`src/shared/spindle_status_defines.svh`:
```
// Offsets, bit positions and reset values of the spindle status word generator
`ifndef SPINDLE_STATUS_DEFINES_SVH
`define SPINDLE_STATUS_DEFINES_SVH

`define OFS_STATUS_FIVE   12'h000
`define OFS_STATUS_SIX    12'h004
`define OFS_DETECT_SPEED  12'h008
`define OFS_DETECT_HYST   12'h00c
`define OFS_IN_POS_AREA   12'h010
`define OFS_CONTROL       12'h014

`define BIT_SPEED_DETECT  1
`define BIT_EXCITATION    11
`define BIT_SPEED_GAIN    12
`define BIT_REDETECT      13
`define BIT_HOLD_UP       14
`define BIT_IN_POS2       15
`define BIT_FEEDFORWARD   0
`define BIT_INTERDRIVE    8

`define CTRL_EXCITATION   0
`define CTRL_SPEED_GAIN   1
`define CTRL_FEEDFORWARD  2
`define CTRL_INTERDRIVE   3

`define RST_DETECT_SPEED  32'h0000_0000
`define RST_DETECT_HYST   32'h0000_0000
`define RST_IN_POS_AREA   32'h0000_0000
`define RST_CONTROL       4'h0

`endif

```
`src/shared/spindle_status_pkg.sv`:
```
// Types of the spindle status word generator
package spindle_status_pkg;
	typedef enum logic [1:0] {
		resp_okay   = 2'b00,
		resp_slverr = 2'b10
	} axi_resp_type;
	typedef enum {
		redet_idle,
		redet_running,
		redet_done
	} redetect_state_type;
endpackage

```
`src/design/spindle_status_word_gen.sv`:
```
// Spindle status word generator with AXI4-Lite register access
`timescale 1ns/100ps
`include "spindle_status_defines.svh"

module spindle_status_word_gen #(
	parameter int SPEED_W = 32,
	parameter int DROOP_W = 32
) (
	input  wire logic                          clk,
	input  wire logic                          reset_n,
	// Control core inputs
	input  wire logic signed [SPEED_W-1:0]     motor_speed,
	input  wire logic signed [DROOP_W-1:0]     position_droop,
	input  wire logic                          redetect_request,
	input  wire logic                          redetect_finished,
	input  wire logic                          holding_force_up_request,
	// Status word and re-detection start outputs
	output logic [15:0]                        status_word_five,
	output logic [15:0]                        status_word_six,
	output logic                               redetect_start,
	// AXI4-Lite slave
	input  wire logic [11:0]                   s_axi_awaddr,
	input  wire logic                          s_axi_awvalid,
	output logic                               s_axi_awready,
	input  wire logic [31:0]                   s_axi_wdata,
	input  wire logic [3:0]                    s_axi_wstrb,
	input  wire logic                          s_axi_wvalid,
	output logic                               s_axi_wready,
	output spindle_status_pkg::axi_resp_type   s_axi_bresp,
	output logic                               s_axi_bvalid,
	input  wire logic                          s_axi_bready,
	input  wire logic [11:0]                   s_axi_araddr,
	input  wire logic                          s_axi_arvalid,
	output logic                               s_axi_arready,
	output logic [31:0]                        s_axi_rdata,
	output spindle_status_pkg::axi_resp_type   s_axi_rresp,
	output logic                               s_axi_rvalid,
	input  wire logic                          s_axi_rready
);
	import spindle_status_pkg::*;

	// ****************************************
	// Registers
	// ****************************************
	logic [31:0]        detect_speed_param_q;
	logic [31:0]        detect_hysteresis_param_q;
	logic [31:0]        in_pos_area_param_q;
	logic [3:0]         control_q;
	logic               speed_detect_flag_q;
	logic               speed_detect_flag_d;
	logic               second_in_position_flag_q;
	logic               holding_force_up_answer_q;
	logic               redetect_request_q;
	redetect_state_type redet_state_q;
	redetect_state_type redet_state_d;

	// ****************************************
	// Speed detection with hysteresis
	// ****************************************
	wire logic [SPEED_W-1:0] speed_abs;
	wire logic [32:0]        speed_abs_ext;
	wire logic [32:0]        clear_level;
	wire logic [32:0]        set_level;
	wire logic               speed_above;
	wire logic               speed_below;

	assign speed_abs = motor_speed[SPEED_W-1] ? SPEED_W'(-motor_speed)
		: SPEED_W'(motor_speed);
	assign speed_abs_ext = 33'(speed_abs);
	assign set_level = {1'b0, detect_speed_param_q};
	assign clear_level = {1'b0, detect_speed_param_q}
		+ {1'b0, detect_hysteresis_param_q};
	assign speed_above = speed_abs_ext > clear_level;
	assign speed_below = speed_abs_ext < set_level;

	always_comb begin
		speed_detect_flag_d = speed_detect_flag_q;
		if (speed_above) begin
			speed_detect_flag_d = 1'b0;
		end else if (speed_below) begin
			speed_detect_flag_d = 1'b1;
		end
	end

	// ****************************************
	// Second in-position by droop
	// ****************************************
	wire logic [DROOP_W-1:0] droop_abs;
	wire logic               droop_inside;

	assign droop_abs = position_droop[DROOP_W-1] ? DROOP_W'(-position_droop)
		: DROOP_W'(position_droop);
	assign droop_inside = 33'(droop_abs) <= {1'b0, in_pos_area_param_q};

	// ****************************************
	// Zero point re-detection handshake
	// ****************************************
	wire logic request_rise;
	wire logic redetect_complete_flag;

	assign request_rise = redetect_request && !redetect_request_q;
	assign redetect_start = (redet_state_q == redet_idle) && redetect_request;
	assign redetect_complete_flag = redet_state_q == redet_done;

	always_comb begin
		redet_state_d = redet_state_q;
		case (redet_state_q)
			redet_idle: begin
				if (redetect_request) begin
					redet_state_d = redet_running;
				end
			end
			redet_running: begin
				if (!redetect_request) begin
					redet_state_d = redet_idle;
				end else if (redetect_finished) begin
					redet_state_d = redet_done;
				end
			end
			redet_done: begin
				if (!redetect_request) begin
					redet_state_d = redet_idle;
				end
			end
			default: begin
				redet_state_d = redet_idle;
			end
		endcase
	end

	// ****************************************
	// Status word assembly
	// ****************************************
	wire logic [15:0] word_five_d;
	wire logic [15:0] word_six_d;

	// All other bits stay zero as maintenance bits
	assign word_five_d = (16'(speed_detect_flag_q) << `BIT_SPEED_DETECT)
		| (16'(control_q[`CTRL_EXCITATION]) << `BIT_EXCITATION)
		| (16'(control_q[`CTRL_SPEED_GAIN]) << `BIT_SPEED_GAIN)
		| (16'(redetect_complete_flag) << `BIT_REDETECT)
		| (16'(holding_force_up_answer_q) << `BIT_HOLD_UP)
		| (16'(second_in_position_flag_q) << `BIT_IN_POS2);
	assign word_six_d = (16'(control_q[`CTRL_FEEDFORWARD]) << `BIT_FEEDFORWARD)
		| (16'(control_q[`CTRL_INTERDRIVE]) << `BIT_INTERDRIVE);

	always_ff @(posedge clk or negedge reset_n) begin
		if (!reset_n) begin
			speed_detect_flag_q       <= 1'b0;
			second_in_position_flag_q <= 1'b0;
			holding_force_up_answer_q <= 1'b0;
			redetect_request_q        <= 1'b0;
			redet_state_q             <= redet_idle;
		end else begin
			speed_detect_flag_q       <= speed_detect_flag_d;
			second_in_position_flag_q <= droop_inside;
			holding_force_up_answer_q <= holding_force_up_request;
			redetect_request_q        <= redetect_request;
			redet_state_q             <= request_rise ? redet_running : redet_state_d;
		end
	end

	always_ff @(posedge clk or negedge reset_n) begin
		if (!reset_n) begin
			status_word_five <= 16'h0000;
			status_word_six  <= 16'h0000;
		end else begin
			status_word_five <= word_five_d;
			status_word_six  <= word_six_d;
		end
	end

	// ****************************************
	// AXI4-Lite write channel
	// ****************************************
	logic [11:0] aw_addr_q;
	logic        aw_held_q;
	logic [31:0] w_data_q;
	logic [3:0]  w_strb_q;
	logic        w_held_q;

	wire logic       aw_take;
	wire logic       w_take;
	wire logic       write_go;
	wire logic       hit_speed;
	wire logic       hit_hyst;
	wire logic       hit_area;
	wire logic       hit_ctrl;
	wire logic       hit_ro;
	wire logic [31:0] byte_mask;

	assign s_axi_awready = !aw_held_q && !s_axi_bvalid;
	assign s_axi_wready = !w_held_q && !s_axi_bvalid;
	assign aw_take = s_axi_awvalid && s_axi_awready;
	assign w_take = s_axi_wvalid && s_axi_wready;
	assign write_go = aw_held_q && w_held_q;
	assign hit_speed = aw_addr_q == `OFS_DETECT_SPEED;
	assign hit_hyst = aw_addr_q == `OFS_DETECT_HYST;
	assign hit_area = aw_addr_q == `OFS_IN_POS_AREA;
	assign hit_ctrl = aw_addr_q == `OFS_CONTROL;
	assign hit_ro = aw_addr_q == `OFS_STATUS_FIVE || aw_addr_q == `OFS_STATUS_SIX;
	assign byte_mask = {{8{w_strb_q[3]}}, {8{w_strb_q[2]}}, {8{w_strb_q[1]}},
		{8{w_strb_q[0]}}};

	function automatic logic [31:0] merge(input logic [31:0] old_v,
		input logic [31:0] new_v, input logic [31:0] mask);
		merge = (old_v & ~mask) | (new_v & mask);
	endfunction

	always_ff @(posedge clk or negedge reset_n) begin
		if (!reset_n) begin
			aw_addr_q <= 12'h000;
			aw_held_q <= 1'b0;
			w_data_q  <= 32'h0000_0000;
			w_strb_q  <= 4'h0;
			w_held_q  <= 1'b0;
		end else begin
			if (aw_take) begin
				aw_addr_q <= {s_axi_awaddr[11:2], 2'b00};
				aw_held_q <= 1'b1;
			end else if (write_go) begin
				aw_held_q <= 1'b0;
			end
			if (w_take) begin
				w_data_q <= s_axi_wdata;
				w_strb_q <= s_axi_wstrb;
				w_held_q <= 1'b1;
			end else if (write_go) begin
				w_held_q <= 1'b0;
			end
		end
	end

	always_ff @(posedge clk or negedge reset_n) begin
		if (!reset_n) begin
			detect_speed_param_q      <= `RST_DETECT_SPEED;
			detect_hysteresis_param_q <= `RST_DETECT_HYST;
			in_pos_area_param_q       <= `RST_IN_POS_AREA;
			control_q                 <= `RST_CONTROL;
		end else if (write_go) begin
			if (hit_speed) begin
				detect_speed_param_q <= merge(detect_speed_param_q, w_data_q, byte_mask);
			end
			if (hit_hyst) begin
				detect_hysteresis_param_q <= merge(detect_hysteresis_param_q, w_data_q,
					byte_mask);
			end
			if (hit_area) begin
				in_pos_area_param_q <= merge(in_pos_area_param_q, w_data_q, byte_mask);
			end
			if (hit_ctrl && w_strb_q[0]) begin
				control_q <= w_data_q[3:0];
			end
		end
	end

	always_ff @(posedge clk or negedge reset_n) begin
		if (!reset_n) begin
			s_axi_bvalid <= 1'b0;
			s_axi_bresp  <= resp_okay;
		end else if (write_go) begin
			s_axi_bvalid <= 1'b1;
			s_axi_bresp  <= (hit_speed || hit_hyst || hit_area || hit_ctrl || hit_ro)
				? resp_okay : resp_slverr;
		end else if (s_axi_bready) begin
			s_axi_bvalid <= 1'b0;
		end
	end

	// ****************************************
	// AXI4-Lite read channel
	// ****************************************
	wire logic [11:0] rd_addr;
	wire logic        ar_take;
	wire logic        rd_known;
	wire logic [31:0] rd_value;

	assign s_axi_arready = !s_axi_rvalid;
	assign ar_take = s_axi_arvalid && s_axi_arready;
	assign rd_addr = {s_axi_araddr[11:2], 2'b00};
	assign rd_known = rd_addr == `OFS_STATUS_FIVE || rd_addr == `OFS_STATUS_SIX
		|| rd_addr == `OFS_DETECT_SPEED || rd_addr == `OFS_DETECT_HYST
		|| rd_addr == `OFS_IN_POS_AREA || rd_addr == `OFS_CONTROL;
	assign rd_value = (rd_addr == `OFS_STATUS_FIVE) ? {16'h0000, status_word_five}
		: (rd_addr == `OFS_STATUS_SIX) ? {16'h0000, status_word_six}
		: (rd_addr == `OFS_DETECT_SPEED) ? detect_speed_param_q
		: (rd_addr == `OFS_DETECT_HYST) ? detect_hysteresis_param_q
		: (rd_addr == `OFS_IN_POS_AREA) ? in_pos_area_param_q
		: (rd_addr == `OFS_CONTROL) ? {28'h0000000, control_q}
		: 32'h0000_0000;

	always_ff @(posedge clk or negedge reset_n) begin
		if (!reset_n) begin
			s_axi_rvalid <= 1'b0;
			s_axi_rdata  <= 32'h0000_0000;
			s_axi_rresp  <= resp_okay;
		end else if (ar_take) begin
			s_axi_rvalid <= 1'b1;
			s_axi_rdata  <= rd_value;
			s_axi_rresp  <= rd_known ? resp_okay : resp_slverr;
		end else if (s_axi_rready) begin
			s_axi_rvalid <= 1'b0;
		end
	end
endmodule

```
`config.mk`:
```
export PLATFORM = sky130hd
export DESIGN_NAME = spindle_status_word_gen
export DESIGN_NICKNAME = d
export VERILOG_FILES = /design/src/shared/spindle_status_pkg.sv /design/src/design/spindle_status_word_gen.sv
export VERILOG_INCLUDE_DIRS = /design/src /design/src/shared
export SDC_FILE = /design/constraint.sdc
export NUM_CORES = 1
export LEC_CHECK = 0
export BUFFER_PORTS_ARGS = -buffer_cell sky130_fd_sc_hd__buf_2
export CORE_UTILIZATION = 35
export CTS_CLUSTER_DIAMETER = 30
export DETAILED_ROUTE_END_ITERATION = 16
export HOLD_SLACK_MARGIN = 0.15
export PLACE_DENSITY_LB_ADDON = 0.15
export SYNTH_ARGS = -nofsm -noshare
export SYNTH_HDL_FRONTEND = slang
export SYNTH_SLANG_ARGS = --single-unit
```
`constraint.sdc`:
```
create_clock -name clk -period 7.45 [get_ports clk]
set_input_delay 0.745 -clock clk [delete_from_list [all_inputs] [get_ports clk]]
set_output_delay 0.745 -clock clk [all_outputs]
set_load 0.02 [all_outputs]
```
==> impl_metrics.json <==
{
  "worst_slew_pin_slew_ps": 1050,
  "place_ws_ps": 1620,
  "synth_cells": 1325,
  "wl_per_cell_um": 17.9,
  "die_w_um": 196,
  "hold_viol": 0,
  "holdBufCountCts": 0,
  "rsz0062_at_grt": "no",
  "ir_worst_vdd_v": 0.000163,
  "syn2layout_area_growth_pct": 14.9,
  "drtAntennaViolNets": 0,
  "grt_pass1_vias": 10122,
  "clock_latency_ps": 450,
  "regToRegSetupSlack_ps": 2380,
  "startpoint_type": "primary input",
  "rr_worst_depth": 17,
  "initial_utilization_pct": 35.8,
  "synth_edf_count": 0,
  "p_total_w": 0.00309,
  "setup_tns_ps": 0,
  "grt_use_total_pct": 19.1,
  "slew_viol_final": 0,
  "grt_max_degree": 99,
  "viasPerCell": 5.14,
  "drive_above_1_share_pct": 25.0,
  "fin_nets": 1753,
  "maxCapViolCount": 0,
  "root_buffer": "clkbuf_16",
  "p_leak_nw": 6.94,
  "worstPathRequired_ps": 7810,
  "clock-sinks": 198,
  "period_needed_ps": 5270,
  "postCtsSetupBuffers": 0,
  "place_hpwl_um": 29100,
  "placed_cells": 1974,
  "setup_viol": 0,
  "post_cts_resize_count": 0,
  "yosys.cell_types.count": 57,
  "slew_headroom_pct": 29.1,
  "ios": 208,
  "rr_endpoint": "speed_detect_flag_q",
  "cts_made_buffers": 17,
  "place_congestion": 0.840,
  "layout_setup_ws_ps": 2180,
  "num_rows": 70,
  "grt.overflow.total": 0,
  "coreArea_um2": 36900,
  "die_height_um": 196,
  "clk_pin_slew_ps": 80,
  "dpl-instance-area_um2": 14500,
  "stdcell_count": 2006,
  "crit_type": "primary input to flip-flop",
  "yosysWarnings": 0,
  "skew_ps": 14.1,
  "diodes": 0,
  "cts_tree": "built",
  "netlist_area_um2": 13200,
  "grt_pass1_wl_um": 56800,
  "synth_seq_cells": 198,
  "power_density_nw_per_um2": 204,
  "drc_errors": 0,
  "vias": 10307,
  "cp-end-kind": "flip-flop",
  "design_area_um2": 15200,
  "ys_seq_area_share_pct": 37.5,
  "synthFlopType": "dfrtp_1",
  "fmax_mhz": 190,
  "avgSynthCellArea_um2": 9.96,
  "die_area_um2": 38500,
  "cts_max_level": 4,
  "path_max_fanout": 4,
  "drtIter0Drc": 423,
  "port_buffers": 177,
  "firstDrtPassIters": 5,
  "async_flop_share_pct": 100,
  "clock_path_buffers": 2,
  "antenna_found_initial": 0,
  "critPathArrivalTime_ps": 5630,
  "fin_crit_sh_pct": 70.7,
  "hold_class": "primary input to async pin",
  "status": "finished, final reports clean",
  "wirelength_um": 35900
}
==> critical path, cell delays in order <==
cell	delay [ps]
buf_2	120
or4_4	560
or4_4	530
or4_4	520
or4_4	450
or3_4	400
nand2b_4	170
nor4_1	450
ha_1	270
and4_1	190
nand4_1	170
nor3_1	290
nand2_1	100
nor4_1	320
a2111oi_0	110
a311oi_1	260
==> cell usage in the layout, fill, tap and decap left out, types with 6 or more instances in the layout <==
cell         n
dfrtp_1    198
buf_2      176
mux2_2     147
ha_1       129
nand2_1     95
o21ai_0     89
inv_1       78
a21oi_1     76
nor2_1      69
xnor2_1     66
a21o_1      37
conb_1      26
a22oi_1     25
nand4_1     22
xor2_1      19
a31oi_1     19
clkbuf_16   17
or3_1       15
o41ai_1     15
o31ai_1     15
nand2b_1    12
nor3_1      12
or4_1       11
a211oi_1    11
nand3_1      9
o21bai_1     9
nor2b_1      8
o21a_1       7
buf_4        7
nor4_1       6
and2_1       6
mux2i_1      6
==> stage by stage <==
stage	hold WS [ps]	util [%]
floorplan	331	-
global placement	354	39.4
detailed placement	365	39.4
CTS	384	41.2
global route	381	41.2
finish	375	41.2
==> cell families (layout without fill, tap and decap cells) <==
family | after synthesis | after routing | share of synthesized area (%)
xor gates and xnor gates | 85 | 85 | 5.64
adders and majority gates | 130 | 130 | 12.4
AOI/OAI and AO/OA | 332 | 332 | 16.1
and+or+nand+nor | 284 | 284 | 10.6
other | 1 | 26 | 0.0284
muxes | 153 | 153 | 13.0
buffers and inverters | 142 | 294 | 4.78
DFF | 198 | 198 | 37.5
==> synth_stat cells (5+ instances only) <==
library cell,count,area [um2]
nand4_1,22,138
xor2_1,19,166
nor3_1,12,60.1
mux2_2,147,1660
clkbuf_1,32,120
ha_1,129,1610
nor4_1,6,37.5
o31ai_1,15,113
o41ai_1,15,131
a211o_1,5,43.8
a21o_1,37,278
o21ai_0,89,445
and2_1,7,43.8
nor2_1,69,259
dfrtp_1,198,4950
o211ai_1,5,37.5
mux2i_1,6,60.1
a22oi_1,25,188
nand3_1,9,45.0
nand2b_1,12,75.1
or4_1,11,82.6
xnor2_1,66,578
inv_1,78,293
or3_1,15,93.8
a211oi_1,11,82.6
buf_4,26,195
buf_1,6,22.5
a21oi_1,76,380
nor2b_1,9,56.3
nand2_1,96,360
o21bai_1,9,67.6
o21a_1,7,52.6
a31oi_1,19,119
==> routing by layer <==
metal  up-vias  share of wire [%]  global-route usage, %  wire (um)
met4         0                1.6                   5.12        583
met3        23                3.8                   2.92       1350
met5         -                  0                      0          0
li1       5119                  -                      -          -
met1      4943                 52                   29.1      18800
met2       222                 42                   27.9      15100
==> cell type report <==
class	instances	area [um2]
fill	3735	21700
multi-input combinational	1010	7710
sequential	198	4950
timing repair buffer	184	947
tap	504	631
clock buffer	17	425
inverter	78	293
clock inverter	15	208
==> worst max-delay path by stage <==
stage / start / slack (ps) / depth (start not counted) / end
global placement: motor_speed[5] / 1630 / 16 / speed_detect_flag_q
detailed placement: motor_speed[5] / 1620 / 16 / speed_detect_flag_q
finish: motor_speed[5] / 2180 / 16 / speed_detect_flag_q
CTS: motor_speed[5] / 2100 / 16 / speed_detect_flag_q
global route: motor_speed[5] / 1980 / 16 / speed_detect_flag_q
floorplan: motor_speed[5] / 2360 / 16 / speed_detect_flag_q
==> power by group <==
part	internal, W	total, W	switching (W)	leakage, nW
Sequential	0.00124	0.00146	0.000220	2.64
Clock	0.000518	0.000997	0.000479	0.306
Combinational	0.000315	0.000634	0.000319	3.99
Total	0.00207	0.00309	0.00102	6.94
No activity file was read; power rests on OpenSTA's default activity.
